**src/hdl/card_uart_pkg.sv**
```systemverilog
// Constants shared by the card UART pin-control block
package card_uart_pkg;

  // Register offsets, one byte each, host and subsystem alike
  localparam logic [2:0] OFF_BAUD_LOW  = 3'h0;
  localparam logic [2:0] OFF_BAUD_HIGH = 3'h1;
  localparam logic [2:0] OFF_INT_EN    = 3'h2;
  localparam logic [2:0] OFF_FIFO_CTL  = 3'h3;
  localparam logic [2:0] OFF_MODEM_CTL = 3'h4;
  localparam logic [2:0] OFF_MODE_STAT = 3'h5;
  localparam logic [2:0] OFF_MODEM_STAT = 3'h6;
  localparam logic [2:0] OFF_SCRATCH   = 3'h7;

  // Offsets that software may write; the rest are read-only
  localparam logic [7:0] WRITABLE_MASK = 8'h9f;
  localparam logic [7:0] REG_RESET     = 8'h00;

  // Field positions
  localparam int IER_MODEM_BIT   = 3;
  localparam int FCR_AUTO_RTS    = 4;
  localparam int FCR_EXTEND_BIT  = 5;
  localparam int MCR_DTR_BIT     = 0;
  localparam int MCR_RTS_BIT     = 1;
  localparam int MCR_LOOP_BIT    = 4;
  localparam int MSR_DCTS_BIT    = 0;
  localparam int MSR_DDSR_BIT    = 1;
  localparam int MSR_DDCD_BIT    = 3;
  localparam int MSR_CTS_BIT     = 4;
  localparam int MSR_DSR_BIT     = 5;
  localparam int MSR_DCD_BIT     = 7;

  // FIFO depths and auto request-to-send thresholds
  localparam logic [6:0] DEPTH_NORMAL   = 7'h10;
  localparam logic [6:0] DEPTH_EXTENDED = 7'h40;
  localparam logic [6:0] RTS_STOP_NORMAL   = 7'h0e;
  localparam logic [6:0] RTS_STOP_EXTENDED = 7'h38;

  // Rising edges of the arbitration clock that validate a card reset
  localparam logic [3:0] RESET_VALID_EDGES = 4'h4;

  // Synchroniser vector width
  localparam int ASYNC_W = 22;

endpackage

```
**src/hdl/card_uart_pin_control.sv**
```systemverilog
// Card UART pin control: host byte steering, clocks, modem lines, FIFO mode
//
// Local design decisions: the register offsets and the strobed register port.
module card_uart_pin_control (
  input  wire logic       clk,
  input  wire logic       rst,
  input  wire logic [1:0] host_addr_hi,
  input  wire logic       host_addr_bit_zero,
  input  wire logic       even_byte_enable_n,
  input  wire logic       odd_byte_enable_n,
  input  wire logic       host_wr,
  input  wire logic       host_rd,
  input  wire logic [7:0] host_wdata_low,
  input  wire logic [7:0] host_wdata_high,
  output logic      [7:0] host_data_lane_low,
  output logic      [7:0] host_data_lane_high,
  input  wire logic       arb_clock_in,
  input  wire logic [1:0] arb_divisor_select,
  output logic            arb_clock_out,
  input  wire logic       card_reset_in,
  output logic            uart_reset,
  input  wire logic       uart_ref_clock,
  output logic            baud_clock_out_n,
  input  wire logic       cts_n,
  input  wire logic       dsr_n,
  input  wire logic       dcd_n,
  output logic            dtr_n,
  output logic            rts_n,
  output logic            modem_irq,
  input  wire logic       depth_select,
  input  wire logic [6:0] rx_fifo_level,
  output logic      [6:0] fifo_depth,
  output logic            fifo_extended,
  input  wire logic       sub_style_zbus,
  input  wire logic       addr_strobe_in,
  input  wire logic       sub_select_n,
  input  wire logic       sub_rd_n,
  input  wire logic       sub_wr_n,
  input  wire logic [7:0] sub_ad_in,
  output logic      [7:0] sub_ad_out,
  output logic            sub_ad_oe
);

  // Every input except the host bus and rx_fifo_level passes two flip-flops; the third stage feeds edge detection
  logic [card_uart_pkg::ASYNC_W-1:0] sync1_ff;
  logic [card_uart_pkg::ASYNC_W-1:0] sync2_ff;
  logic [1:0]                        sync3_ff;

  always_ff @(posedge clk) begin
    if (rst) begin
      sync1_ff <= {card_uart_pkg::ASYNC_W{1'b1}};
      sync2_ff <= {card_uart_pkg::ASYNC_W{1'b1}};
      sync3_ff <= 2'h3;
    end else begin
      sync1_ff <= {arb_clock_in, uart_ref_clock, cts_n, dsr_n, dcd_n, depth_select,
                   card_reset_in, sub_style_zbus, addr_strobe_in, sub_select_n,
                   sub_rd_n, sub_wr_n, arb_divisor_select, sub_ad_in};
      sync2_ff <= sync1_ff;
      sync3_ff <= sync2_ff[card_uart_pkg::ASYNC_W-1 -: 2];
    end
  end

  logic       s_arb;
  logic       s_ref;
  logic       s_cts_n;
  logic       s_dsr_n;
  logic       s_dcd_n;
  logic       s_depth;
  logic       s_card_rst;
  logic       s_zbus;
  logic       s_strobe;
  logic       s_sel_n;
  logic       s_rd_n;
  logic       s_wr_n;
  logic [1:0] s_div_sel;
  logic [7:0] s_ad;
  logic       arb_rise;
  logic       ref_rise;

  assign {s_arb, s_ref, s_cts_n, s_dsr_n, s_dcd_n, s_depth, s_card_rst, s_zbus,
          s_strobe, s_sel_n, s_rd_n, s_wr_n, s_div_sel, s_ad} = sync2_ff;
  assign arb_rise = s_arb & ~sync3_ff[1];
  assign ref_rise = s_ref & ~sync3_ff[0];

  // Arbitration clock divider
  pow2_clock_divider arb_div (
    .clk        (clk),
    .rst        (rst),
    .src_level  (s_arb),
    .src_rise   (arb_rise),
    .div_select (s_div_sel),
    .div_out    (arb_clock_out)
  );

  // Card reset counts undivided arbitration clock edges before it takes effect
  logic [3:0] rstv_cnt_ff;
  logic [3:0] nxt_rstv_cnt;
  logic       uart_rst_ff;
  logic       nxt_uart_rst;

  always_comb begin
    nxt_rstv_cnt = rstv_cnt_ff;
    if (!s_card_rst) begin
      nxt_rstv_cnt = 4'h0;
    end else if (arb_rise && rstv_cnt_ff != card_uart_pkg::RESET_VALID_EDGES) begin
      nxt_rstv_cnt = rstv_cnt_ff + 4'h1;
    end
    nxt_uart_rst = (nxt_rstv_cnt == card_uart_pkg::RESET_VALID_EDGES);
  end

  always_ff @(posedge clk) begin
    if (rst) begin
      rstv_cnt_ff <= 4'h0;
      uart_rst_ff <= 1'b0;
    end else begin
      rstv_cnt_ff <= nxt_rstv_cnt;
      uart_rst_ff <= nxt_uart_rst;
    end
  end

  logic regs_rst;
  assign regs_rst   = rst | uart_rst_ff;
  assign uart_reset = uart_rst_ff;

  // Host byte steering
  logic       even_sel;
  logic       odd_sel;
  logic       low_valid;
  logic       high_valid;
  logic [2:0] low_off;
  logic [2:0] high_off;

  always_comb begin
    even_sel   = ~even_byte_enable_n;
    odd_sel    = ~odd_byte_enable_n;
    low_valid  = 1'b0;
    high_valid = 1'b0;
    low_off    = {host_addr_hi, 1'b0};
    high_off   = {host_addr_hi, 1'b1};
    if (even_sel && odd_sel) begin
      low_valid  = 1'b1;
      high_valid = 1'b1;
    end else if (even_sel) begin
      low_valid = 1'b1;
      low_off   = {host_addr_hi, host_addr_bit_zero};
    end else if (odd_sel) begin
      high_valid = 1'b1;
    end
  end

  // Register file
  logic [7:0] regs_ff [8];
  logic [7:0] nxt_regs [8];
  logic [7:0] msr_val;
  logic [7:0] mode_val;

  always_comb begin
    for (int i = 0; i < 8; i++) begin
      nxt_regs[i] = regs_ff[i];
    end
    if (host_wr && low_valid && card_uart_pkg::WRITABLE_MASK[low_off]) begin
      nxt_regs[low_off] = host_wdata_low;
    end
    if (host_wr && high_valid && card_uart_pkg::WRITABLE_MASK[high_off]) begin
      nxt_regs[high_off] = host_wdata_high;
    end
  end

  always_ff @(posedge clk) begin
    if (regs_rst) begin
      for (int i = 0; i < 8; i++) begin
        regs_ff[i] <= card_uart_pkg::REG_RESET;
      end
    end else begin
      for (int i = 0; i < 8; i++) begin
        regs_ff[i] <= nxt_regs[i];
      end
    end
  end

  function automatic logic [7:0] read_reg(input logic [2:0] off, input logic [7:0] modem_status_reg,
                                          input logic [7:0] mode, input logic [7:0] cur);
    logic [7:0] val;
    val = cur;
    if (off == card_uart_pkg::OFF_MODEM_STAT) begin
      val = modem_status_reg;
    end else if (off == card_uart_pkg::OFF_MODE_STAT) begin
      val = mode;
    end
    return val;
  endfunction

  // Modem status lines
  logic msr_read;
  logic cts_act;
  logic dsr_act;
  logic dcd_act;
  logic cts_chg;
  logic dsr_chg;
  logic dcd_chg;

  assign msr_read = host_rd &&
                    ((low_valid && low_off == card_uart_pkg::OFF_MODEM_STAT) ||
                     (high_valid && high_off == card_uart_pkg::OFF_MODEM_STAT));

  modem_line_tracker cts_trk (
    .clk         (clk),
    .rst         (regs_rst),
    .line_n      (s_cts_n),
    .status_read (msr_read),
    .active      (cts_act),
    .changed     (cts_chg)
  );

  modem_line_tracker dsr_trk (
    .clk         (clk),
    .rst         (regs_rst),
    .line_n      (s_dsr_n),
    .status_read (msr_read),
    .active      (dsr_act),
    .changed     (dsr_chg)
  );

  modem_line_tracker dcd_trk (
    .clk         (clk),
    .rst         (regs_rst),
    .line_n      (s_dcd_n),
    .status_read (msr_read),
    .active      (dcd_act),
    .changed     (dcd_chg)
  );

  always_comb begin
    msr_val = 8'h00;
    msr_val[card_uart_pkg::MSR_CTS_BIT]  = cts_act;
    msr_val[card_uart_pkg::MSR_DCTS_BIT] = cts_chg;
    msr_val[card_uart_pkg::MSR_DSR_BIT]  = dsr_act;
    msr_val[card_uart_pkg::MSR_DDSR_BIT] = dsr_chg;
    msr_val[card_uart_pkg::MSR_DCD_BIT]  = dcd_act;
    msr_val[card_uart_pkg::MSR_DDCD_BIT] = dcd_chg;
  end

  // FIFO mode, modem control outputs and interrupt
  logic [7:0] fifo_control_reg;
  logic [7:0] modem_control_reg;
  logic       ext_mode;
  logic       auto_rts;
  logic       rts_stop;
  logic [6:0] nxt_depth;
  logic       nxt_dtr_n;
  logic       nxt_rts_n;
  logic       nxt_irq;
  logic [6:0] depth_ff;
  logic       ext_ff;
  logic       dtr_n_ff;
  logic       rts_n_ff;
  logic       irq_ff;

  always_comb begin
    fifo_control_reg      = regs_ff[card_uart_pkg::OFF_FIFO_CTL];
    modem_control_reg      = regs_ff[card_uart_pkg::OFF_MODEM_CTL];
    ext_mode = ~s_depth & fifo_control_reg[card_uart_pkg::FCR_EXTEND_BIT];
    nxt_depth = ext_mode ? card_uart_pkg::DEPTH_EXTENDED
                         : card_uart_pkg::DEPTH_NORMAL;
    auto_rts = ~s_depth & fifo_control_reg[card_uart_pkg::FCR_AUTO_RTS];
    rts_stop = auto_rts && (rx_fifo_level >= (ext_mode ? card_uart_pkg::RTS_STOP_EXTENDED
                                              : card_uart_pkg::RTS_STOP_NORMAL));
    // Loopback keeps both modem outputs off the line
    nxt_dtr_n = ~(modem_control_reg[card_uart_pkg::MCR_DTR_BIT] &
                  ~modem_control_reg[card_uart_pkg::MCR_LOOP_BIT]);
    nxt_rts_n = ~(modem_control_reg[card_uart_pkg::MCR_RTS_BIT] & ~modem_control_reg[card_uart_pkg::MCR_LOOP_BIT] &
                  ~rts_stop);
    nxt_irq = regs_ff[card_uart_pkg::OFF_INT_EN][card_uart_pkg::IER_MODEM_BIT] &
              (cts_chg | dsr_chg | dcd_chg);
    mode_val = {5'h00, rts_stop, auto_rts, ext_mode};
  end

  always_ff @(posedge clk) begin
    if (regs_rst) begin
      depth_ff <= card_uart_pkg::DEPTH_NORMAL;
      ext_ff   <= 1'b0;
      dtr_n_ff <= 1'b1;
      rts_n_ff <= 1'b1;
      irq_ff   <= 1'b0;
    end else begin
      depth_ff <= nxt_depth;
      ext_ff   <= ext_mode;
      dtr_n_ff <= nxt_dtr_n;
      rts_n_ff <= nxt_rts_n;
      irq_ff   <= nxt_irq;
    end
  end

  assign fifo_depth    = depth_ff;
  assign fifo_extended = ext_ff;
  assign dtr_n         = dtr_n_ff;
  assign rts_n         = rts_n_ff;
  assign modem_irq     = irq_ff;

  // Baud clock: one reference period low per divisor count of reference edges
  logic [15:0] baud_div;
  logic [15:0] baud_cnt_ff;
  logic [15:0] nxt_baud_cnt;
  logic        baud_n_ff;
  logic        nxt_baud_n;

  always_comb begin
    baud_div     = {regs_ff[card_uart_pkg::OFF_BAUD_HIGH], regs_ff[card_uart_pkg::OFF_BAUD_LOW]};
    nxt_baud_cnt = baud_cnt_ff;
    nxt_baud_n   = baud_n_ff;
    if (baud_div == 16'h0000) begin
      nxt_baud_cnt = 16'h0000;
      nxt_baud_n   = 1'b1;
    end else if (ref_rise) begin
      if (baud_cnt_ff <= 16'h0001) begin
        nxt_baud_cnt = baud_div;
        nxt_baud_n   = 1'b0;
      end else begin
        nxt_baud_cnt = baud_cnt_ff - 16'h0001;
        nxt_baud_n   = 1'b1;
      end
    end
  end

  always_ff @(posedge clk) begin
    if (regs_rst) begin
      baud_cnt_ff <= 16'h0000;
      baud_n_ff   <= 1'b1;
    end else begin
      baud_cnt_ff <= nxt_baud_cnt;
      baud_n_ff   <= nxt_baud_n;
    end
  end

  assign baud_clock_out_n = baud_n_ff;

  // Host read data, one cycle after the strobe
  logic [7:0] hrd_low_ff;
  logic [7:0] hrd_high_ff;
  logic [7:0] nxt_hrd_low;
  logic [7:0] nxt_hrd_high;

  always_comb begin
    nxt_hrd_low  = 8'h00;
    nxt_hrd_high = 8'h00;
    if (host_rd && low_valid) begin
      nxt_hrd_low = read_reg(low_off, msr_val, mode_val, regs_ff[low_off]);
    end
    if (host_rd && high_valid) begin
      nxt_hrd_high = read_reg(high_off, msr_val, mode_val, regs_ff[high_off]);
    end
  end

  always_ff @(posedge clk) begin
    if (rst) begin
      hrd_low_ff  <= 8'h00;
      hrd_high_ff <= 8'h00;
    end else begin
      hrd_low_ff  <= nxt_hrd_low;
      hrd_high_ff <= nxt_hrd_high;
    end
  end

  assign host_data_lane_low  = hrd_low_ff;
  assign host_data_lane_high = hrd_high_ff;

  // Subsystem read-only view; its reads leave the change flags alone
  logic [7:0] sub_addr_ff;
  logic [7:0] nxt_sub_addr;
  logic [7:0] sub_out_ff;
  logic [7:0] nxt_sub_out;
  logic       sub_oe_ff;
  logic       nxt_sub_oe;
  logic       strobe_act;
  logic       sub_read;

  always_comb begin
    strobe_act   = s_zbus ? ~s_strobe : s_strobe;
    nxt_sub_addr = strobe_act ? s_ad : sub_addr_ff;
    sub_read     = ~s_sel_n & ~s_rd_n & (~s_zbus | s_wr_n);
    nxt_sub_oe   = sub_read;
    nxt_sub_out  = sub_read ? read_reg(sub_addr_ff[2:0], msr_val, mode_val,
                                       regs_ff[sub_addr_ff[2:0]]) : 8'h00;
  end

  always_ff @(posedge clk) begin
    if (rst) begin
      sub_addr_ff <= 8'h00;
      sub_out_ff  <= 8'h00;
      sub_oe_ff   <= 1'b0;
    end else begin
      sub_addr_ff <= nxt_sub_addr;
      sub_out_ff  <= nxt_sub_out;
      sub_oe_ff   <= nxt_sub_oe;
    end
  end

  assign sub_ad_out = sub_out_ff;
  assign sub_ad_oe  = sub_oe_ff;

endmodule

```
**src/hdl/modem_line_tracker.sv**
```systemverilog
// Tracks one active-low modem status line: level and sticky change flag
module modem_line_tracker (
  input  wire logic clk,
  input  wire logic rst,
  input  wire logic line_n,
  input  wire logic status_read,
  output logic      active,
  output logic      changed
);

  logic prev_ff;
  logic nxt_prev;
  logic delta_ff;
  logic nxt_delta;

  always_comb begin
    nxt_prev = line_n;
    // A change in the very cycle of the read survives the clear
    nxt_delta = (line_n != prev_ff) | (delta_ff & ~status_read);
  end

  always_ff @(posedge clk) begin
    if (rst) begin
      prev_ff  <= 1'b1;
      delta_ff <= 1'b0;
    end else begin
      prev_ff  <= nxt_prev;
      delta_ff <= nxt_delta;
    end
  end

  assign active  = ~prev_ff;
  assign changed = delta_ff;

endmodule

```
**src/hdl/pow2_clock_divider.sv**
```systemverilog
// Divides a sampled clock level by 1, 2, 4 or 8
module pow2_clock_divider (
  input  wire logic       clk,
  input  wire logic       rst,
  input  wire logic       src_level,
  input  wire logic       src_rise,
  input  wire logic [1:0] div_select,
  output logic            div_out
);

  logic [2:0] cnt_ff;
  logic [2:0] nxt_cnt;
  logic       out_ff;
  logic       nxt_out;

  always_comb begin
    nxt_cnt = src_rise ? cnt_ff + 3'h1 : cnt_ff;
    // Code 0 passes the input, codes 1..3 pick a counter bit
    unique case (div_select)
      2'h0: nxt_out = src_level;
      2'h1: nxt_out = nxt_cnt[0];
      2'h2: nxt_out = nxt_cnt[1];
      2'h3: nxt_out = nxt_cnt[2];
    endcase
  end

  always_ff @(posedge clk) begin
    if (rst) begin
      cnt_ff <= 3'h0;
      out_ff <= 1'b0;
    end else begin
      cnt_ff <= nxt_cnt;
      out_ff <= nxt_out;
    end
  end

  assign div_out = out_ff;

endmodule
```
**config.mk**
```make
export PLATFORM = sky130hd
export DESIGN_NAME = card_uart_pin_control
export DESIGN_NICKNAME = d
export VERILOG_FILES = /design/src/hdl/card_uart_pkg.sv /design/src/hdl/card_uart_pin_control.sv /design/src/hdl/modem_line_tracker.sv /design/src/hdl/pow2_clock_divider.sv
export SDC_FILE = /design/constraint.sdc
export NUM_CORES = 1
export LEC_CHECK = 0
export BUFFER_PORTS_ARGS = -buffer_cell sky130_fd_sc_hd__buf_2
export CORE_MARGIN = 4
export CORE_UTILIZATION = 58
export CTS_CLUSTER_SIZE = 40
export DETAILED_ROUTE_END_ITERATION = 10
export MAX_ROUTING_LAYER = met4
export PLACE_DENSITY = 0.8
export SETUP_SLACK_MARGIN = 0.5
export SKIP_LAST_GASP = 1
export SYNTH_ARGS = -nofsm -noshare
export SYNTH_HDL_FRONTEND = slang
export SYNTH_HIERARCHICAL = 1
export SYNTH_SLANG_ARGS = --single-unit
```
**constraint.sdc**
```tcl
create_clock -name clk -period 3.1 [get_ports clk]
set_input_delay 0.31 -clock clk [delete_from_list [all_inputs] [get_ports clk]]
set_output_delay 0.31 -clock clk [all_outputs]
set_load 0.03 [all_outputs]
```
=== Yosys cells after proc, flatten, opt, wreduce, memory -nomap -nowiden ===
Memories as Yosys holds them, arrays and structs flattened. A register that Yosys moved wholly into a read port is not among the register bits.
Cells that the tools add are included.

* Add/sub/neg operators: 3
* Magnitude comparators: 8
* Eq/ne operators: 13
* Multiplexer cells: 45
* Bitwise gates (word level): 50
* Reduce and logical (&&, ||, !) cells: 24

{| class="wikitable"
|+ Operators by type and width
! cell !! count
|-
| 64-bit bitwise mux || 2
|-
| 64-bit two-way mux || 2
|-
| 8-bit two-way mux || 14
|-
| 8-bit demux with 3-bit select || 2
|-
| 1-bit NOT || 20
|-
| 16-bit by 1-bit <= comparator with 1-bit output, second input constant || 1
|-
| 16-bit logical NOT || 1
|-
| 16-bit two-way mux || 1
|-
| 16-bit by 1-bit subtractor with 16-bit output, second input constant || 1
|-
| 1-bit OR || 15
|-
| 1-bit two-way mux || 14
|-
| 1-bit AND || 13
|-
| 1-bit logical AND || 13
|-
| 3-bit equality test, second input constant || 4
|-
| 3-bit two-way mux || 4
|-
| 3-bit OR reduction || 3
|-
| 4-bit >= comparator, second input constant || 2
|-
| 3-bit by 4-bit less-than comparator with 1-bit output, second input constant || 2
|-
| 4-bit by 1-bit less-than comparator with 1-bit output, second input constant || 2
|-
| 4-bit two-way mux || 2
|-
| 3-bit NOT with 4-bit output || 2
|-
| 2-bit OR reduction || 4
|-
| 4-bit OR reduction || 2
|-
| 7-bit by 6-bit >= comparator with 1-bit output || 1
|-
| other kinds (12) || 16
|}

* Flip-flop bits (word level): 117
* RAM bits: 64
* Memory bits (read-only): 8
* Output and inout port bits: 39
* Word-level logic and storage cells: 175
* Memories: 2

{| class="wikitable"
|+ Memory list
! name !! depth !! width !! rd ports !! clocked after memory_dff !! write ports !! RTL line !! source
|-
| regs_ff || 8 || 8 || 11 || 1 || 8 || card_uart_pin_control.sv:152 || <nowiki>logic [7:0] regs_ff [8];</nowiki>
|-
| (name not given) || 8 || 1 || 1 || 0 || 0 || card_uart_pin_control.sv:161 || <nowiki>if (host_wr && low_valid && card_uart_pkg::WRITABLE_MASK[low_off]) begin</nowiki>
|}

=== Logic depth before layout (Yosys ltp) ===
* Depth after elaboration: 13
* Depth in mapped cells: 11

=== Hierarchy ===
The synthesis kept the hierarchy.

{| class="wikitable"
|+ Modules (own cells, without submodules)
! module !! instances !! cells each !! area an instance (um^2) !! sequential area each (um^2)
|-
| card_uart_pin_control || 1 || 743 || 7283.2 || 3163.0
|-
| modem_line_tracker || 3 || 7 || 70.1 || 40.0
|-
| pow2_clock_divider || 1 || 19 || 186.4 || 80.1
|}

=== Worst setup path after synthesis ===
No wires, ideal clock.

* Kind: input -> register
* From: input port even_byte_enable_n
* To: register with a tool-made name
* Arrival time: 2.717 ns
* Required time: 2.967 ns
* Slack: 0.250 ns
* Stages on the path: 10
* Cells stage by stage: nand3b_1 > inv_1 > clkbuf_1 > clkbuf_1 > ha_1 > nor2b_1 > a2111oi_0 > nand3_1 > mux2i_1 > nor2_1

{| class="wikitable"
|+ RTL lines
! item !! RTL line !! source
|-
| from (decl) || card_uart_pin_control.sv:9 || <nowiki>input wire logic even_byte_enable_n,</nowiki>
|}

=== Worst setup path in the final report ===
* From: register baud_cnt_ff[9]
* To: register baud_cnt_ff[9]

* Cells in the longest elaborated chain, start to end: 2
* Elaborated cells on any way between the ends: 3
* Those cells by class: add/sub: 1; order compare: 1; mux: 1

{| class="wikitable"
|+ RTL lines
! item !! RTL line !! source
|-
| from (decl) || card_uart_pin_control.sv:302 || <nowiki>logic [15:0] baud_cnt_ff;</nowiki>
|-
| from (signal assigned) || card_uart_pin_control.sv:330 || <nowiki>baud_cnt_ff <= nxt_baud_cnt;</nowiki>
|-
| 16-bit by 1-bit subtractor with 16-bit output or 16-bit by 1-bit <= comparator with 1-bit output (tied branches) || card_uart_pin_control.sv:319, card_uart_pin_control.sv:315 ||
|-
| 16-bit two-way mux (*) || card_uart_pin_control.sv:315 || <nowiki>if (baud_cnt_ff <= 16'h0001) begin</nowiki>
|}

Mark *: on every way between the ends. The rest lies on a longest branch, timed or not.
A chain may end at the register's enable or synchronous reset.

==> summary.txt <==
Outcome
  • Status: complete, no violations

Floorplan
  • Initial core utilization: 60.1%
  • Die height: 123 um
  • Core area: 12800 sq um
  • DIE AREA: 15100 sq um
  • Num ports: 93
  • Floorplan row count: 41
  • Die X: 123 um

Synthesis
  • Asr flop ratio synth: 0%
  • Share of the synthesized area in the top cell type: 43.8%
  • Cells after Synth: 783
  • Yosys reg bits: 168
  • Ys Warns: 6
  • Yosys cell types: 73
  • Number of enable flip-flop cells after synthesis: 0
  • Post-synthesis sequential area ratio: 43.8%
  • Largest cells by area after synthesis: dfxtp_1 (44%), mux2i_1 (11%), mux4_2 (8.2%), nor2_1 (4.4%), or2_2 (3.3%)
  • Synth Flop Type: dfxtp_1
  • Synth area leader: dfxtp_1
  • Avg Inst Size Synth: 9.81 sq um
  • Cell Area, Synth: 7680 sq um

Global route
  • GR met2 Demand/Resource: 43.8%
  • M1 GR Usage: 34.5%
  • Largest net degree at the start of global routing: 65
  • Gr usage total: 27.7%
  • Met3 layer usage reported by global route: 7.00%
  • Gr busiest metal: met2
  • Global-route wire length before repair: 31.5 mm
  • GRT overflow: 0
  • Initial antenna violation count: 1
  • Number of global-route vias before repair: 6191

Timing
  • Final period utilization: 78.7%
  • Fmax: 410 MHz
  • Final min period: 2.44 ns
  • Max-slew violation count: 0
  • Transition time of the tightest slew-check pin: 0.690 ns
  • Setup_tns: 0 ns
  • Unrepaired setup endpoints after global routing: false
  • Hold Vio Cnt, Final: 0
  • Slew margin rel.: 54.0%
  • Setup violators final: 0
  • Fin Clk Skew: 0.0123 ns
  • Hold WS: 0.0531 ns

Cells and area
  • Area of the multi-input gates: 4010 sq um
  • Cell Count, Final, Fillers Out: 1038
  • Most common cell after layout, fill and taps aside: dfxtp_1
  • Share of layout cells above drive strength 1: 25.1%
  • FF+latch area: 3360 sq um
  • Post-layout util: 68.9%
  • Nets: 916
  • Area Overhead vs Synth: 14.6%
  • Fill count: 960
  • Most frequent cells in the layout: dfxtp_1 (168), nor2_1 (91), mux2i_1 (82), buf_2 (82), nand2_1 (47)

Critical path
  • Critical Path Stages: 5
  • Largest delay contributor family on the critical path: simple AND/OR/NAND/NOR gates
  • Worst reg-to-reg path cell count: 5
  • CP cell instances: or4_1, nor4b_4, nand2_1, a2bb2oi_1, a31oi_1
  • CP Class: reg -> reg
  • RR Endpoint: baud_cnt_ff[9]
  • Slowest-stage cell, CP: or4_1
  • CP Capture Type: flop
  • Reg2Reg Setup Slack: 0.66 ns
  • CP startpoint kind: flop
  • CP arrival: 2.79 ns
  • R2r startpoint: baud_cnt_ff[9]
  • Worst path required time: 3.45 ns
  • Max FO, Critical Path: 9
  • Max stage delay on crit path: 0.68 ns
  • Worst setup path startpoint: baud_cnt_ff[9]
  • Worst path buffer plus inverter count: 0
  • Crit path to: baud_cnt_ff[9]

Drt
  • DR vias: 6398
  • Routed len/inst: 19.2 um
  • DRT antenna net count: 0
  • Pre-antenna DRT Iters: 5
  • Iter 0 DRT Violations: 606
  • Via density: 6.16
  • # DRC: 0
  • Total Wirelength: 19.9 mm

Power and ir drop
  • Peak supply drop: 0.365 mV
  • Design Power: 4.73 mW
  • Leak: 3.70 nW
  • Power per cell area: 537 nW/um^2

Place
  • Placed cells: 1005
  • GP Congestion: 0.908
  • Port Buf Inserts: 82
  • Post-detail-place hpwl: 14.1 mm

Flow run
  • MaxCap Viol Count: 0

Min path
  • Worst min path class: in -> reg
  • Hold Path Origin: uart_ref_clock

Clock tree
  • Post-CTS setup repair buffer count: 0
  • CTS root buffer: clkbuf_16
  • Cts hold-fix bufs: 0
  • Clk sinks: 168
  • CTS tree: yes
  • Clk buf depth: 2
  • TritonCTS Buffers: 17
  • Worst-Skew Late Latency: 0.44 ns
  • H-tree depth: 4
  • Worst-path clk slew: 0.06 ns
  • Post-CTS Resized: 0
## power by group
group	internal, mW	leakage, nW	switching, mW
Combinational	0.161	2.05	0.227
Clock	1.25	0.274	0.821
Sequential	2.22	1.37	0.0543
Total	3.62	3.70	1.10
## layout make-up
type | instances | area share [%]
inverters | 22 | 0.939
well taps | 172 | 2.45
flip-flops and latches | 168 | 38.2
multi-input cells | 543 | 45.6
diodes | 1 | 0.0284
repair buffers | 100 | 6.20
clock inverters | 7 | 1.05
clock buffers | 25 | 5.52
## worst min-delay path by stage
stage                    to  cells after the start
2_1_floorplan         dtr_n                      1
3_3_place_gp   sync2_ff[10]                      1
3_5_place_dp   sync2_ff[10]                      1
4_1_cts        sync1_ff[20]                      2
5_1_grt         sync1_ff[2]                      2
6_report       sync1_ff[20]                      2
## kinds of logic after synthesis
kind of cell	after synthesis	synth area share (%)
multiplexers	114	19.5
other	1	0.0488
AO/OA/AOI/OAI	125	11.0
flip-flops	168	43.8
XOR/XNOR	8	0.912
buffers and inverters	76	4.32
AND/OR/NAND/NOR	281	18.8
adder cells (fa/ha/maj)	10	1.63
## cell usage after synthesis, types with 3 or more instances
library cell / n
dfxtp_1: 168
ha_1: 10
a31oi_1: 13
nor3_1: 13
or3_1: 3
a211oi_1: 21
a21oi_1: 25
xnor2_1: 7
or4_1: 3
nand4b_1: 3
nand2b_1: 13
a311oi_1: 3
a22oi_1: 3
or2_2: 40
nor2_1: 91
nand3_1: 22
and2_1: 4
o21ai_0: 25
inv_1: 20
clkbuf_1: 37
nor4_1: 7
mux2_2: 4
a2111oi_0: 3
mux2i_1: 82
buf_1: 6
o22ai_1: 4
nand2_1: 47
and3_1: 4
mux4_2: 28
buf_4: 9
nor3b_1: 3
nor2b_1: 10
## per-layer routing
metal  up-vias  wire length (um)
li1       2934                 -
met4         0               509
met1      3071              8070
met2       336              9510
met5         -                 0
met3        57              1820
## stage by stage
stage               worst slack [ns]  area, sq um
floorplan                      0.549         7710
global placement               0.705         8220
detailed placement             0.621         8220
CTS                            0.684         8800
global route                   0.548         8800
finish                         0.662         8800
Power figures use the tool's default switching activity.
